**src/pkg/ssp_pkg.sv**
```systemverilog
// ==========================================================
// Serial programming port constants
// ==========================================================
package ssp_pkg;

	// ==========================================================
	// Clock and timing
	// ==========================================================
	localparam int SYS_CLK_MHZ      = 100;   // System clock rate
	localparam int FL_TICK_NS       = 1000;  // Fast-lock timeout unit, in ns
	// Cycles per timeout unit, rounded down (shortest time)
	localparam int FL_TICK_CYCLES   = (FL_TICK_NS * SYS_CLK_MHZ) / 1000;

	// ==========================================================
	// Shift register and addressing
	// ==========================================================
	localparam int SR_WIDTH         = 22;    // Programming word length
	localparam int ADDR_LSB         = 0;     // Address: last two bits shifted
	localparam int ADDR_WIDTH       = 2;
	localparam logic [1:0] ADDR_REF  = 2'h0; // Reference divider word
	localparam logic [1:0] ADDR_MAIN = 2'h1; // Main divider word
	localparam logic [1:0] ADDR_FUNC = 2'h2; // Function word
	localparam logic [21:0] WORD_RST = 22'h00_0000; // Word reset value

	// ==========================================================
	// Function word fields
	// ==========================================================
	localparam int FN_PRESC_BIT     = 2;     // 1: upper modulus pair
	localparam int FN_MUX_LSB       = 3;     // Multifunction pin select
	localparam int FN_MUX_WIDTH     = 2;
	localparam int FN_FL_EN_BIT     = 5;     // Fast-lock enable
	localparam int FN_TO_LSB        = 6;     // Timeout counter field
	localparam int FN_TO_WIDTH      = 4;
	localparam int FN_FRC_LSB       = 8;     // Upper two bits of timeout field
	localparam int FN_FRC_WIDTH     = 2;

	// ==========================================================
	// Prescaler moduli (lower value of each pair)
	// ==========================================================
	localparam logic [5:0] MOD_32   = 6'h20;
	localparam logic [5:0] MOD_16   = 6'h10;
	localparam logic [5:0] MOD_8    = 6'h08;

	// Multifunction pin sources
	typedef enum logic [1:0] {
		MUX_DIG_LOCK = 2'b00,
		MUX_ANA_LOCK = 2'b01,
		MUX_REF_DIV  = 2'b10,
		MUX_MAIN_DIV = 2'b11
	} ssp_mux_t;

	// Fast-lock pin override codes
	typedef enum logic [1:0] {
		FRC_NORMAL = 2'b00,
		FRC_HIZ    = 2'b01,
		FRC_LOW    = 2'b10,
		FRC_HIGH   = 2'b11
	} ssp_force_t;

endpackage : ssp_pkg

```
**src/ssp_sync.sv**
```systemverilog
`timescale 1ns/1ps
// ==========================================================
// Two-flop synchroniser for asynchronous pins
// ==========================================================
module ssp_sync #(
	parameter int WIDTH = 1         // Number of independent bits
) (
	input  wire logic             clk,
	input  wire logic             rst,
	input  wire logic [WIDTH-1:0] async_in,
	output logic      [WIDTH-1:0] sync_out
);

	logic [WIDTH-1:0] meta_r;       // First stage, read only by second
	logic [WIDTH-1:0] sync_r;       // Second stage, safe to use

	// ==========================================================
	// Two stages; nothing but the second stage reads the first
	// ==========================================================
	always_ff @(posedge clk or posedge rst)
	begin
		if (rst)
		begin
			meta_r <= '0;
			sync_r <= '0;
		end
		else
		begin
			meta_r <= async_in;
			sync_r <= meta_r;
		end
	end

	assign sync_out = sync_r;

endmodule : ssp_sync

```
**src/ssp_top.sv**
```systemverilog
`timescale 1ns/1ps
module ssp_top
	import ssp_pkg::*;
#(
	parameter int  TICK_CYCLES = ssp_pkg::FL_TICK_CYCLES, // Timeout unit length
	parameter bit  LOW_FREQ    = 1'b0                     // 1: lowest-frequency variant
) (
	input  wire logic                        sys_clk,
	input  wire logic                        rst,
	input  wire logic                        ser_clk,
	input  wire logic                        ser_data,
	input  wire logic                        load_strobe,
	input  wire logic                        chip_enable,
	input  wire logic                        dig_lock_in,
	input  wire logic                        ana_lock_in,
	input  wire logic                        ref_div_in,
	input  wire logic                        main_div_in,
	output logic [ssp_pkg::SR_WIDTH-1:0]     ref_word,
	output logic [ssp_pkg::SR_WIDTH-1:0]     main_word,
	output logic [ssp_pkg::SR_WIDTH-1:0]     func_word,
	output logic                             power_down,
	output logic                             fast_lock_active,
	output logic                             fast_lock_out,
	output logic                             fast_lock_oe,
	output logic                             multifunction_status_out,
	output logic                             multifunction_status_oe,
	output logic                             presc_upper_sel,
	output logic [5:0]                       presc_modulus
);

	import ssp_pkg::*;

	// ==========================================================
	// Pin synchronisation
	// ==========================================================
	logic [3:0]             pins_s;          // Synchronised pin levels
	logic                   sclk_s;          // Serial clock, synchronised
	logic                   sdat_s;          // Serial data, synchronised
	logic                   strb_s;          // Load strobe, synchronised
	logic                   ce_s;            // Chip enable, synchronised
	logic                   sclk_d_r;        // Serial clock, one cycle later
	logic                   strb_d_r;        // Load strobe, one cycle later
	logic                   sclk_rise;       // Serial clock rising edge
	logic                   strb_rise;       // Load strobe rising edge

	// All four pins share one synchroniser so their skew stays equal
	ssp_sync #(
		.WIDTH (4)
	) u_sync (
		.clk      (sys_clk),
		.rst      (rst),
		.async_in ({ser_clk, ser_data, load_strobe, chip_enable}),
		.sync_out (pins_s)
	);

	assign sclk_s = pins_s[3];
	assign sdat_s = pins_s[2];
	assign strb_s = pins_s[1];
	assign ce_s   = pins_s[0];

	// Edge detect history
	always_ff @(posedge sys_clk or posedge rst)
	begin
		if (rst)
		begin
			sclk_d_r <= 1'b0;
			strb_d_r <= 1'b0;
		end
		else
		begin
			sclk_d_r <= sclk_s;
			strb_d_r <= strb_s;
		end
	end

	assign sclk_rise = sclk_s & ~sclk_d_r;
	assign strb_rise = strb_s & ~strb_d_r;

	// ==========================================================
	// Shift register
	// ==========================================================
	logic [SR_WIDTH-1:0]    shift_r;         // Incoming programming word
	logic [ADDR_WIDTH-1:0]  addr;            // Address field of the word

	// Data is synchronised with the clock, so both arrive together;
	// the host's setup time keeps the sampled data bit settled.
	// capture on rise
	always_ff @(posedge sys_clk or posedge rst)
	begin
		if (rst)
			shift_r <= WORD_RST;
		else if (sclk_rise)
			shift_r <= {shift_r[SR_WIDTH-2:0], sdat_s};
	end

	assign addr = shift_r[ADDR_LSB +: ADDR_WIDTH];

	// ==========================================================
	// Control registers
	// ==========================================================
	logic [SR_WIDTH-1:0]    ref_word_r;      // Reference divider word
	logic [SR_WIDTH-1:0]    main_word_r;     // Main divider word
	logic [SR_WIDTH-1:0]    func_word_r;     // Function word

	// Only a complete word is meaningful; the host keeps the strobe
	// low while shifting, so the copy happens after the last bit.
	// load on strobe rise
	always_ff @(posedge sys_clk or posedge rst)
	begin
		if (rst)
		begin
			ref_word_r  <= WORD_RST;
			main_word_r <= WORD_RST;
			func_word_r <= WORD_RST;
		end
		else if (strb_rise)
		begin
			unique case (addr)
				ADDR_REF:  ref_word_r  <= shift_r;
				ADDR_MAIN: main_word_r <= shift_r;
				ADDR_FUNC: func_word_r <= shift_r;
				default:   ; // Fourth address has no register
			endcase
		end
	end

	assign ref_word  = ref_word_r;
	assign main_word = main_word_r;
	assign func_word = func_word_r;

	// ==========================================================
	// Power-down
	// ==========================================================
	logic                   pd_r;            // Logical power-down state

	always_ff @(posedge sys_clk or posedge rst)
	begin
		if (rst)
			pd_r <= 1'b1;
		else
			pd_r <= ~ce_s;
	end

	assign power_down = pd_r;

	// ==========================================================
	// Fast-lock timeout
	// ==========================================================
	localparam int TW = $clog2(TICK_CYCLES + 1);
	logic [TW-1:0]          tick_cnt_r;      // Timeout unit divider
	logic                   tick;            // One cycle per timeout unit
	logic [FN_TO_WIDTH-1:0] timer_r;         // Remaining fast-lock units
	logic                   fl_en;           // Fast-lock enabled
	logic                   fl_act;          // Fast-lock mode active
	ssp_force_t             force_code;      // Fast-lock pin override

	assign fl_en      = func_word_r[FN_FL_EN_BIT];
	assign force_code = ssp_force_t'(func_word_r[FN_FRC_LSB +: FN_FRC_WIDTH]);
	assign tick       = (tick_cnt_r == TW'(TICK_CYCLES - 1));

	// Free-running unit divider
	always_ff @(posedge sys_clk or posedge rst)
	begin
		if (rst)
			tick_cnt_r <= '0;
		else if (tick)
			tick_cnt_r <= '0;
		else
			tick_cnt_r <= tick_cnt_r + TW'(1);
	end

	// A new main divider word starts fast-lock for the programmed units
	always_ff @(posedge sys_clk or posedge rst)
	begin
		if (rst)
			timer_r <= '0;
		else if (strb_rise && addr == ADDR_MAIN && fl_en)
			timer_r <= func_word_r[FN_TO_LSB +: FN_TO_WIDTH];
		else if (!fl_en || pd_r)
			timer_r <= '0;
		else if (tick && timer_r != '0)
			timer_r <= timer_r - FN_TO_WIDTH'(1);
	end

	assign fl_act = fl_en && (timer_r != '0);

	// ==========================================================
	// Fast-lock pin
	// ==========================================================
	logic                   fl_out_r;        // Fast-lock pin level
	logic                   fl_oe_r;         // Fast-lock pin drive enable
	logic                   fl_act_r;        // Fast-lock mode, registered

	// Override wins over the mode; normal code follows the mode
	always_ff @(posedge sys_clk or posedge rst)
	begin
		if (rst)
		begin
			fl_out_r <= 1'b0;
			fl_oe_r  <= 1'b0;
			fl_act_r <= 1'b0;
		end
		else
		begin
			fl_act_r <= fl_act;
			unique case (force_code)
				FRC_HIZ:
				begin
					fl_out_r <= 1'b0;
					fl_oe_r  <= 1'b0;
				end
				FRC_LOW:
				begin
					fl_out_r <= 1'b0;
					fl_oe_r  <= 1'b1;
				end
				FRC_HIGH:
				begin
					fl_out_r <= 1'b1;
					fl_oe_r  <= 1'b1;
				end
				FRC_NORMAL:
				begin
					fl_out_r <= 1'b0;
					fl_oe_r  <= fl_act;
				end
			endcase
		end
	end

	assign fast_lock_out    = fl_out_r;
	assign fast_lock_oe     = fl_oe_r;
	assign fast_lock_active = fl_act_r;

	// ==========================================================
	// Multifunction pin
	// ==========================================================
	ssp_mux_t               mux_sel;         // Selected source
	logic                   mf_out_r;        // Pin level
	logic                   mf_oe_r;         // Pin drive enable

	assign mux_sel = ssp_mux_t'(func_word_r[FN_MUX_LSB +: FN_MUX_WIDTH]);

	always_ff @(posedge sys_clk or posedge rst)
	begin
		if (rst)
		begin
			mf_out_r <= 1'b0;
			mf_oe_r  <= 1'b1;
		end
		else
		begin
			unique case (mux_sel)
				MUX_DIG_LOCK:
				begin
					mf_out_r <= dig_lock_in;
					mf_oe_r  <= 1'b1;
				end
				// Open drain: pull low when unlocked, release when locked
				MUX_ANA_LOCK:
				begin
					mf_out_r <= 1'b0;
					mf_oe_r  <= ~ana_lock_in;
				end
				MUX_REF_DIV:
				begin
					mf_out_r <= ref_div_in;
					mf_oe_r  <= 1'b1;
				end
				MUX_MAIN_DIV:
				begin
					mf_out_r <= main_div_in;
					mf_oe_r  <= 1'b1;
				end
			endcase
		end
	end

	assign multifunction_status_out = mf_out_r;
	assign multifunction_status_oe  = mf_oe_r;

	// ==========================================================
	// Prescaler modulus selection
	// ==========================================================
	logic                   psel_r;          // Upper pair selected
	logic [5:0]             pmod_r;          // Lower modulus of the pair

	always_ff @(posedge sys_clk or posedge rst)
	begin
		if (rst)
		begin
			psel_r <= 1'b0;
			pmod_r <= LOW_FREQ ? MOD_8 : MOD_16;
		end
		else
		begin
			psel_r <= func_word_r[FN_PRESC_BIT];
			if (func_word_r[FN_PRESC_BIT])
				pmod_r <= LOW_FREQ ? MOD_16 : MOD_32;
			else
				pmod_r <= LOW_FREQ ? MOD_8 : MOD_16;
		end
	end

	assign presc_upper_sel = psel_r;
	assign presc_modulus   = pmod_r;
endmodule : ssp_top

```
**config.mk**
```make
export PLATFORM = sky130hd
export DESIGN_NAME = ssp_top
export DESIGN_NICKNAME = d
export VERILOG_FILES = /design/src/pkg/ssp_pkg.sv /design/src/ssp_sync.sv /design/src/ssp_top.sv
export SDC_FILE = /design/constraint.sdc
export NUM_CORES = 1
export LEC_CHECK = 0
export BUFFER_PORTS_ARGS = -buffer_cell sky130_fd_sc_hd__buf_2
export CORE_MARGIN = 5
export CORE_UTILIZATION = 40
export DETAILED_ROUTE_END_ITERATION = 10
export PLACE_DENSITY = 0.71
export REMOVE_ABC_BUFFERS = 1
export SLEW_MARGIN = 5
export SYNTH_ARGS = -nofsm -noshare
export SYNTH_HDL_FRONTEND = slang
export SYNTH_SLANG_ARGS = --single-unit
export TNS_END_PERCENT = 50
```
**constraint.sdc**
```tcl
create_clock -name sys_clk -period 10.75 [get_ports sys_clk]
set_input_delay 2.15 -clock sys_clk [delete_from_list [all_inputs] [get_ports sys_clk]]
set_output_delay 2.15 -clock sys_clk [all_outputs]
set_load 0.03 [all_outputs]
```
* After elaboration in Yosys (flattened, before gate mapping) *
Cells that the tools add are included.

word-level totals
  bits in registers = 122
  input port bits = 10
  output and inout bits = 79
  logic and storage cells = 61

cells by class
  add/subtract/negate cells = 2
  equal/unequal tests = 9
  multiplexer cells = 9
  bitwise logic cells = 6
  reductions and logical operators = 17

operators by type and width
  operator                                              count
  two-way mux 4 bit                                     3
  equality test 2 bit (second input constant)           5
  adder 7 x 1 -> 7 bit (second input constant)          1
  equality test 7 bit (second input constant)           1
  two-way mux 7 bit                                     1
  equality test 2 x 1 -> 1 bit (second input constant)  3
  logical NOT 2 bit                                     3
  two-way mux 6 bit                                     1
  AND reduction 2 bit                                   3
  OR reduction 3 bit                                    2
  logical AND 1 bit                                     4
  NOT 1 bit                                             4
  one-hot mux 1 bit (2 select lines)                    2
  one-hot mux 1 bit (4 select lines)                    1
  nonzero test 4 bit                                    1
  subtractor 4 x 1 -> 4 bit (second input constant)     1
  one-hot mux 1 bit (3 select lines)                    1
  nonzero test 3 bit                                    1
  AND 1 bit                                             2
  OR reduction 2 bit                                    1
  logical NOT 1 bit                                     1
  logical OR 1 bit                                      1

* Logic depth before layout (Yosys ltp) *
  word-level depth = 5
  gate-level depth with buffers = 6
  gate-level depth less buffers = 6

* By module *
A second synthesis with hierarchy kept.

unflattened totals
  cell total of the unflattened synthesis = 290
  area total of the unflattened synthesis = 4406.7 µm²

by module, submodules not included
  module    instances  cells each  area an instance (µm²)  seq. area each (µm²)
  ssp_top   1          281         4202.8                  2731.4
  ssp_sync  1          9           203.9                   200.2

* Worst setup path before layout *
OpenSTA, ideal clock, no wires.

  path kind = flip-flop to output port
  start = reg pmod_r[5], in the netlist presc_modulus[5]
  end = out presc_modulus[5]
  arrival = 703 ps
  data required time = 8600 ps
  path slack = 7897 ps
  stages on the path, launching flop included = 2
  path buffers = 1
  path through = dfrtp_1 buf_4

RTL lines
  what                    line            RTL
  from (decl)             ssp_top.sv:286  logic [5:0] pmod_r;
  from (signal assigned)  ssp_top.sv:293  pmod_r <= LOW_FREQ ? MOD_8 : MOD_16;
  from (signal assigned)  ssp_top.sv:299  pmod_r <= LOW_FREQ ? MOD_16 : MOD_32;
  from (signal assigned)  ssp_top.sv:301  pmod_r <= LOW_FREQ ? MOD_8 : MOD_16;
  to (decl)               ssp_top.sv:28   output logic [5:0] presc_modulus

No word-level cell between the ends.

* Worst setup path in the final report *
  start = reg mf_oe_r, in the netlist multifunction_status_oe
  end = out multifunction_status_oe

RTL lines
  what                    line            RTL
  from (decl)             ssp_top.sv:240  logic mf_oe_r;
  from (signal assigned)  ssp_top.sv:263  mf_oe_r <= ~ana_lock_in;
  to (decl)               ssp_top.sv:26   output logic multifunction_status_oe,

No word-level cell between the ends.

==> flow_summary.toml <==
[status]
run_status = "finished, final reports clean"

[critical_path]
critical_path.top_delay_family = "flip-flops"
worstSetupPathDepth = 1
critPathLaunchType = "flop"
cp_cell_sequence = "buf_2"
crit_arrival_ns = 1.21
path_class = "flop to output port"
critical_path_peak_fanout = 1
crit_required_ns = 8.60
cp_slowest_cell = "sky130_fd_sc_hd__dfstp_2"
worst-path-buf-inv = 1
end_kind = "output port"
cp_slowest_stage_delay_ns = 0.52
reg2regPathDepth = 5

[synthesis]
synth.yosys.seq_area_share_pct = 66.70
asyncSetResetFlopFracSynth_pct = 100.0
ys.warnings.count = 0
syn-mean-instance-area_um2 = 15.32
netlist_area_mm2 = 0.004395
count_of_flip_flops_with_a_built_in_enable_after_synthesis = 0
synth_seq_cells = 117
synth.largest_area_cell = "sky130_fd_sc_hd__dfrtp_1"
dominantRegCellSynth = "sky130_fd_sc_hd__dfrtp_1"
syn_inst = 287
synthDistinctLibCells = 37
synth.top_cells.by_count = "114 x sky130_fd_sc_hd__dfrtp_1, 79 x sky130_fd_sc_hd__mux2_2, 6 x sky130_fd_sc_hd__buf_2, 6 x sky130_fd_sc_hd__inv_1"
synthMostInstantiatedCell = "sky130_fd_sc_hd__dfrtp_1"
synth.area.top_cells = "sky130_fd_sc_hd__dfrtp_1 65%, sky130_fd_sc_hd__mux2_2 20%, sky130_fd_sc_hd__dfstp_2 1.8%"
synth_top_area_share_pct = 64.90

[power_and_ir_drop]
report.power.total_mw = 1.620
cellLeakagePower_nw = 2.854
power.density_cell_area_mw_per_mm2 = 290.2
p_switching_uw = 521.1
power_switching_share_pct = 32.16
internal_portion_of_total_power_mw = 1.099
clock_power_share_pct = 36.3
ir_worst_vdd_mv = 0.1529
combinationalPowerShare_pct = 24.7
power.share.sequential_pct = 38.9

[cells_and_area]
synthToLayoutAreaGrowth_pct = 27.01
utilization_pct = 51.73
antenna-diode-count = 0
drive_above_1_share_pct = 51.90
design.final.nets = 394

[clocking]
clk-insertion-delay-late_ns = 0.51
numCtsBuffers = 17
cts_num_sinks = 117
cts_tree = "yes"
post_cts_resized = 0
ctsLongestPathBuffers = 2
post_cts_buffers = 0
cts.reportedPaths.clkPinSlew_ns = 0.05
cts-hold-fix-buffers = 0
htree_levels = 4
clk_root_buffer_cell = "sky130_fd_sc_hd__clkbuf_8"

[hold_path]
worstHoldPathCells = 0
timing.hold.worst.class = "flop to flop"

[grt]
gr-usage-all-layers_pct = 14.86
initial_antenna_violation_count = 0
grt_pass1_vias = 2907
grt_overflow_total = 0
grt.met1_usage_pct = 19.16
groute.layer.met2.usage_pct = 22.70
grt_start_max_net_pins = 77
wire_length_of_the_first_global_routing_pass_mm = 15.18
use_met3_pct = 6.421
global_routing_s_busiest_layer = "met2"

[floorplan]
die-area_mm2 = 0.01318
ioPinCount = 89
placement_rows = 38
die_height_um = 114.8
width_of_the_chip_um = 114.8
fp.coreArea_mm2 = 0.01079
initial_utilization_pct = 40.73

[drt]
vias = 2569
detail-route-antenna-nets = 0
drc = 0
first_iter_violations = 157
route.detailed.wl_per_inst_um = 16.67
postRouteWirelength_mm = 8.917
via_per_inst = 4.802
detail_route.first_pass.iterations = 4

[sta]
finalSetupViolations = 0
finalHoldViolations = 0
grt_setup_unrepaired = "false"
slew_headroom_pct = 23.48
max_slew.worst_pin.slew_ns = 1.148
fin_worst_hold_slack_ns = 0.3473
timing.final.crit_share_pct = 31.26
setup_tns_ns = 0
maxClockFrequency_ghz = 0.2976
report.final.slew_viol_count = 0
layout_min_cycle_time_ns = 3.361
finalClockSkew_ns = 0.007345

[place]
hpwl_mm = 5.832
final_weighted_congestion_of_routability_driven_global_placement = 0.7862
io_buffers = 84

[run]
cap_viol_max_count = 0
power by group through the flow:
stage	Sequential, mW	Clock (mW)	Combinational [mW]
floorplan	0.771	0	0.135
global placement	0.636	0	0.397
detailed placement	0.639	0	0.405
CTS	0.633	0.601	0.408
global route	0.651	0.623	0.429
finish	0.631	0.589	0.401
cell type report:
| type | instances | area (µm²) |
|---|---|---|
| Tap cell | 140 | 175.2 |
| Multi-Input combinational cell | 152 | 1381 |
| Clock inverter | 11 | 180.2 |
| Timing Repair Buffer | 88 | 450.4 |
| Inverter | 6 | 25.02 |
| Sequential cell | 117 | 2932 |
| Fill cell | 905 | 5210 |
| Clock buffer | 21 | 439.2 |
registers in the layout, indices dropped and copies added, names as in the netlist:
signal	cells
presc_modulus	2
fast_lock_out	1
fast_lock_oe	1
u_sync.sync_out	4
power_down	1
tick_cnt_r	7
strb_d_r	1
sclk_d_r	1
multifunction_status_oe	1
fast_lock_active	1
func_word	22
u_sync.meta_r	4
timer_r	4
ref_word	22
multifunction_status_out	1
main_word	22
shift_r	22
cell usage in the layout (no fill, tap or decap), types with 5 or more instances in the layout:
master / Yosys / layout
sky130_fd_sc_hd__mux2_2: 79 / 79
sky130_fd_sc_hd__inv_1: 6 / 5
sky130_fd_sc_hd__dfrtp_1: 114 / 114
sky130_fd_sc_hd__clkinv_2: 0 / 6
sky130_fd_sc_hd__nor2_1: 5 / 5
sky130_fd_sc_hd__clkbuf_16: 0 / 16
sky130_fd_sc_hd__nor2b_1: 5 / 5
sky130_fd_sc_hd__nand2_1: 5 / 5
sky130_fd_sc_hd__buf_2: 6 / 84
sky130_fd_sc_hd__bufinv_16: 0 / 5
kinds of logic (layout without fill, tap and decap cells):
kind of cell | Yosys count | after routing | share of synthesized area [%]
compound gates | 18 | 18 | 2.961
xor+xnor | 4 | 4 | 0.7972
fa+ha+maj | 2 | 2 | 0.5692
buf+inv | 21 | 126 | 2.391
flops | 117 | 117 | 66.70
mux | 81 | 81 | 20.72
other cells | 1 | 4 | 0.08532
simple gates | 43 | 43 | 5.779
metrics by stage:
stage	worst slack, ns	instances	cell area [µm²]
floorplan	5.504	275	4324
global placement	7.181	503	4964
detailed placement	7.126	503	4964
CTS	7.353	535	5583
global route	7.339	535	5583
finish	7.389	535	5583
metal layers:
metal  vias up  share of wire (%)
met5         -                  0
met1      1293                 45
met3        11                7.0
met2        72                 47
li1       1193                  -
met4         0                1.3
worst paths after layout:
kind,start,endpoint,slack (ns)
worst min register to register,u_sync.meta_r[2],u_sync.sync_out[2],0.35
worst max register to register,shift_r[0],timer_r[0],8.52
min in group asynchronous,rst,ref_word[1],1.68
worst max-delay path,multifunction_status_oe,multifunction_status_oe,7.39
worst min-delay path,u_sync.meta_r[2],u_sync.sync_out[2],0.35
max in group asynchronous,rst,shift_r[2],7.77
(Power assumes the default switching activity.)
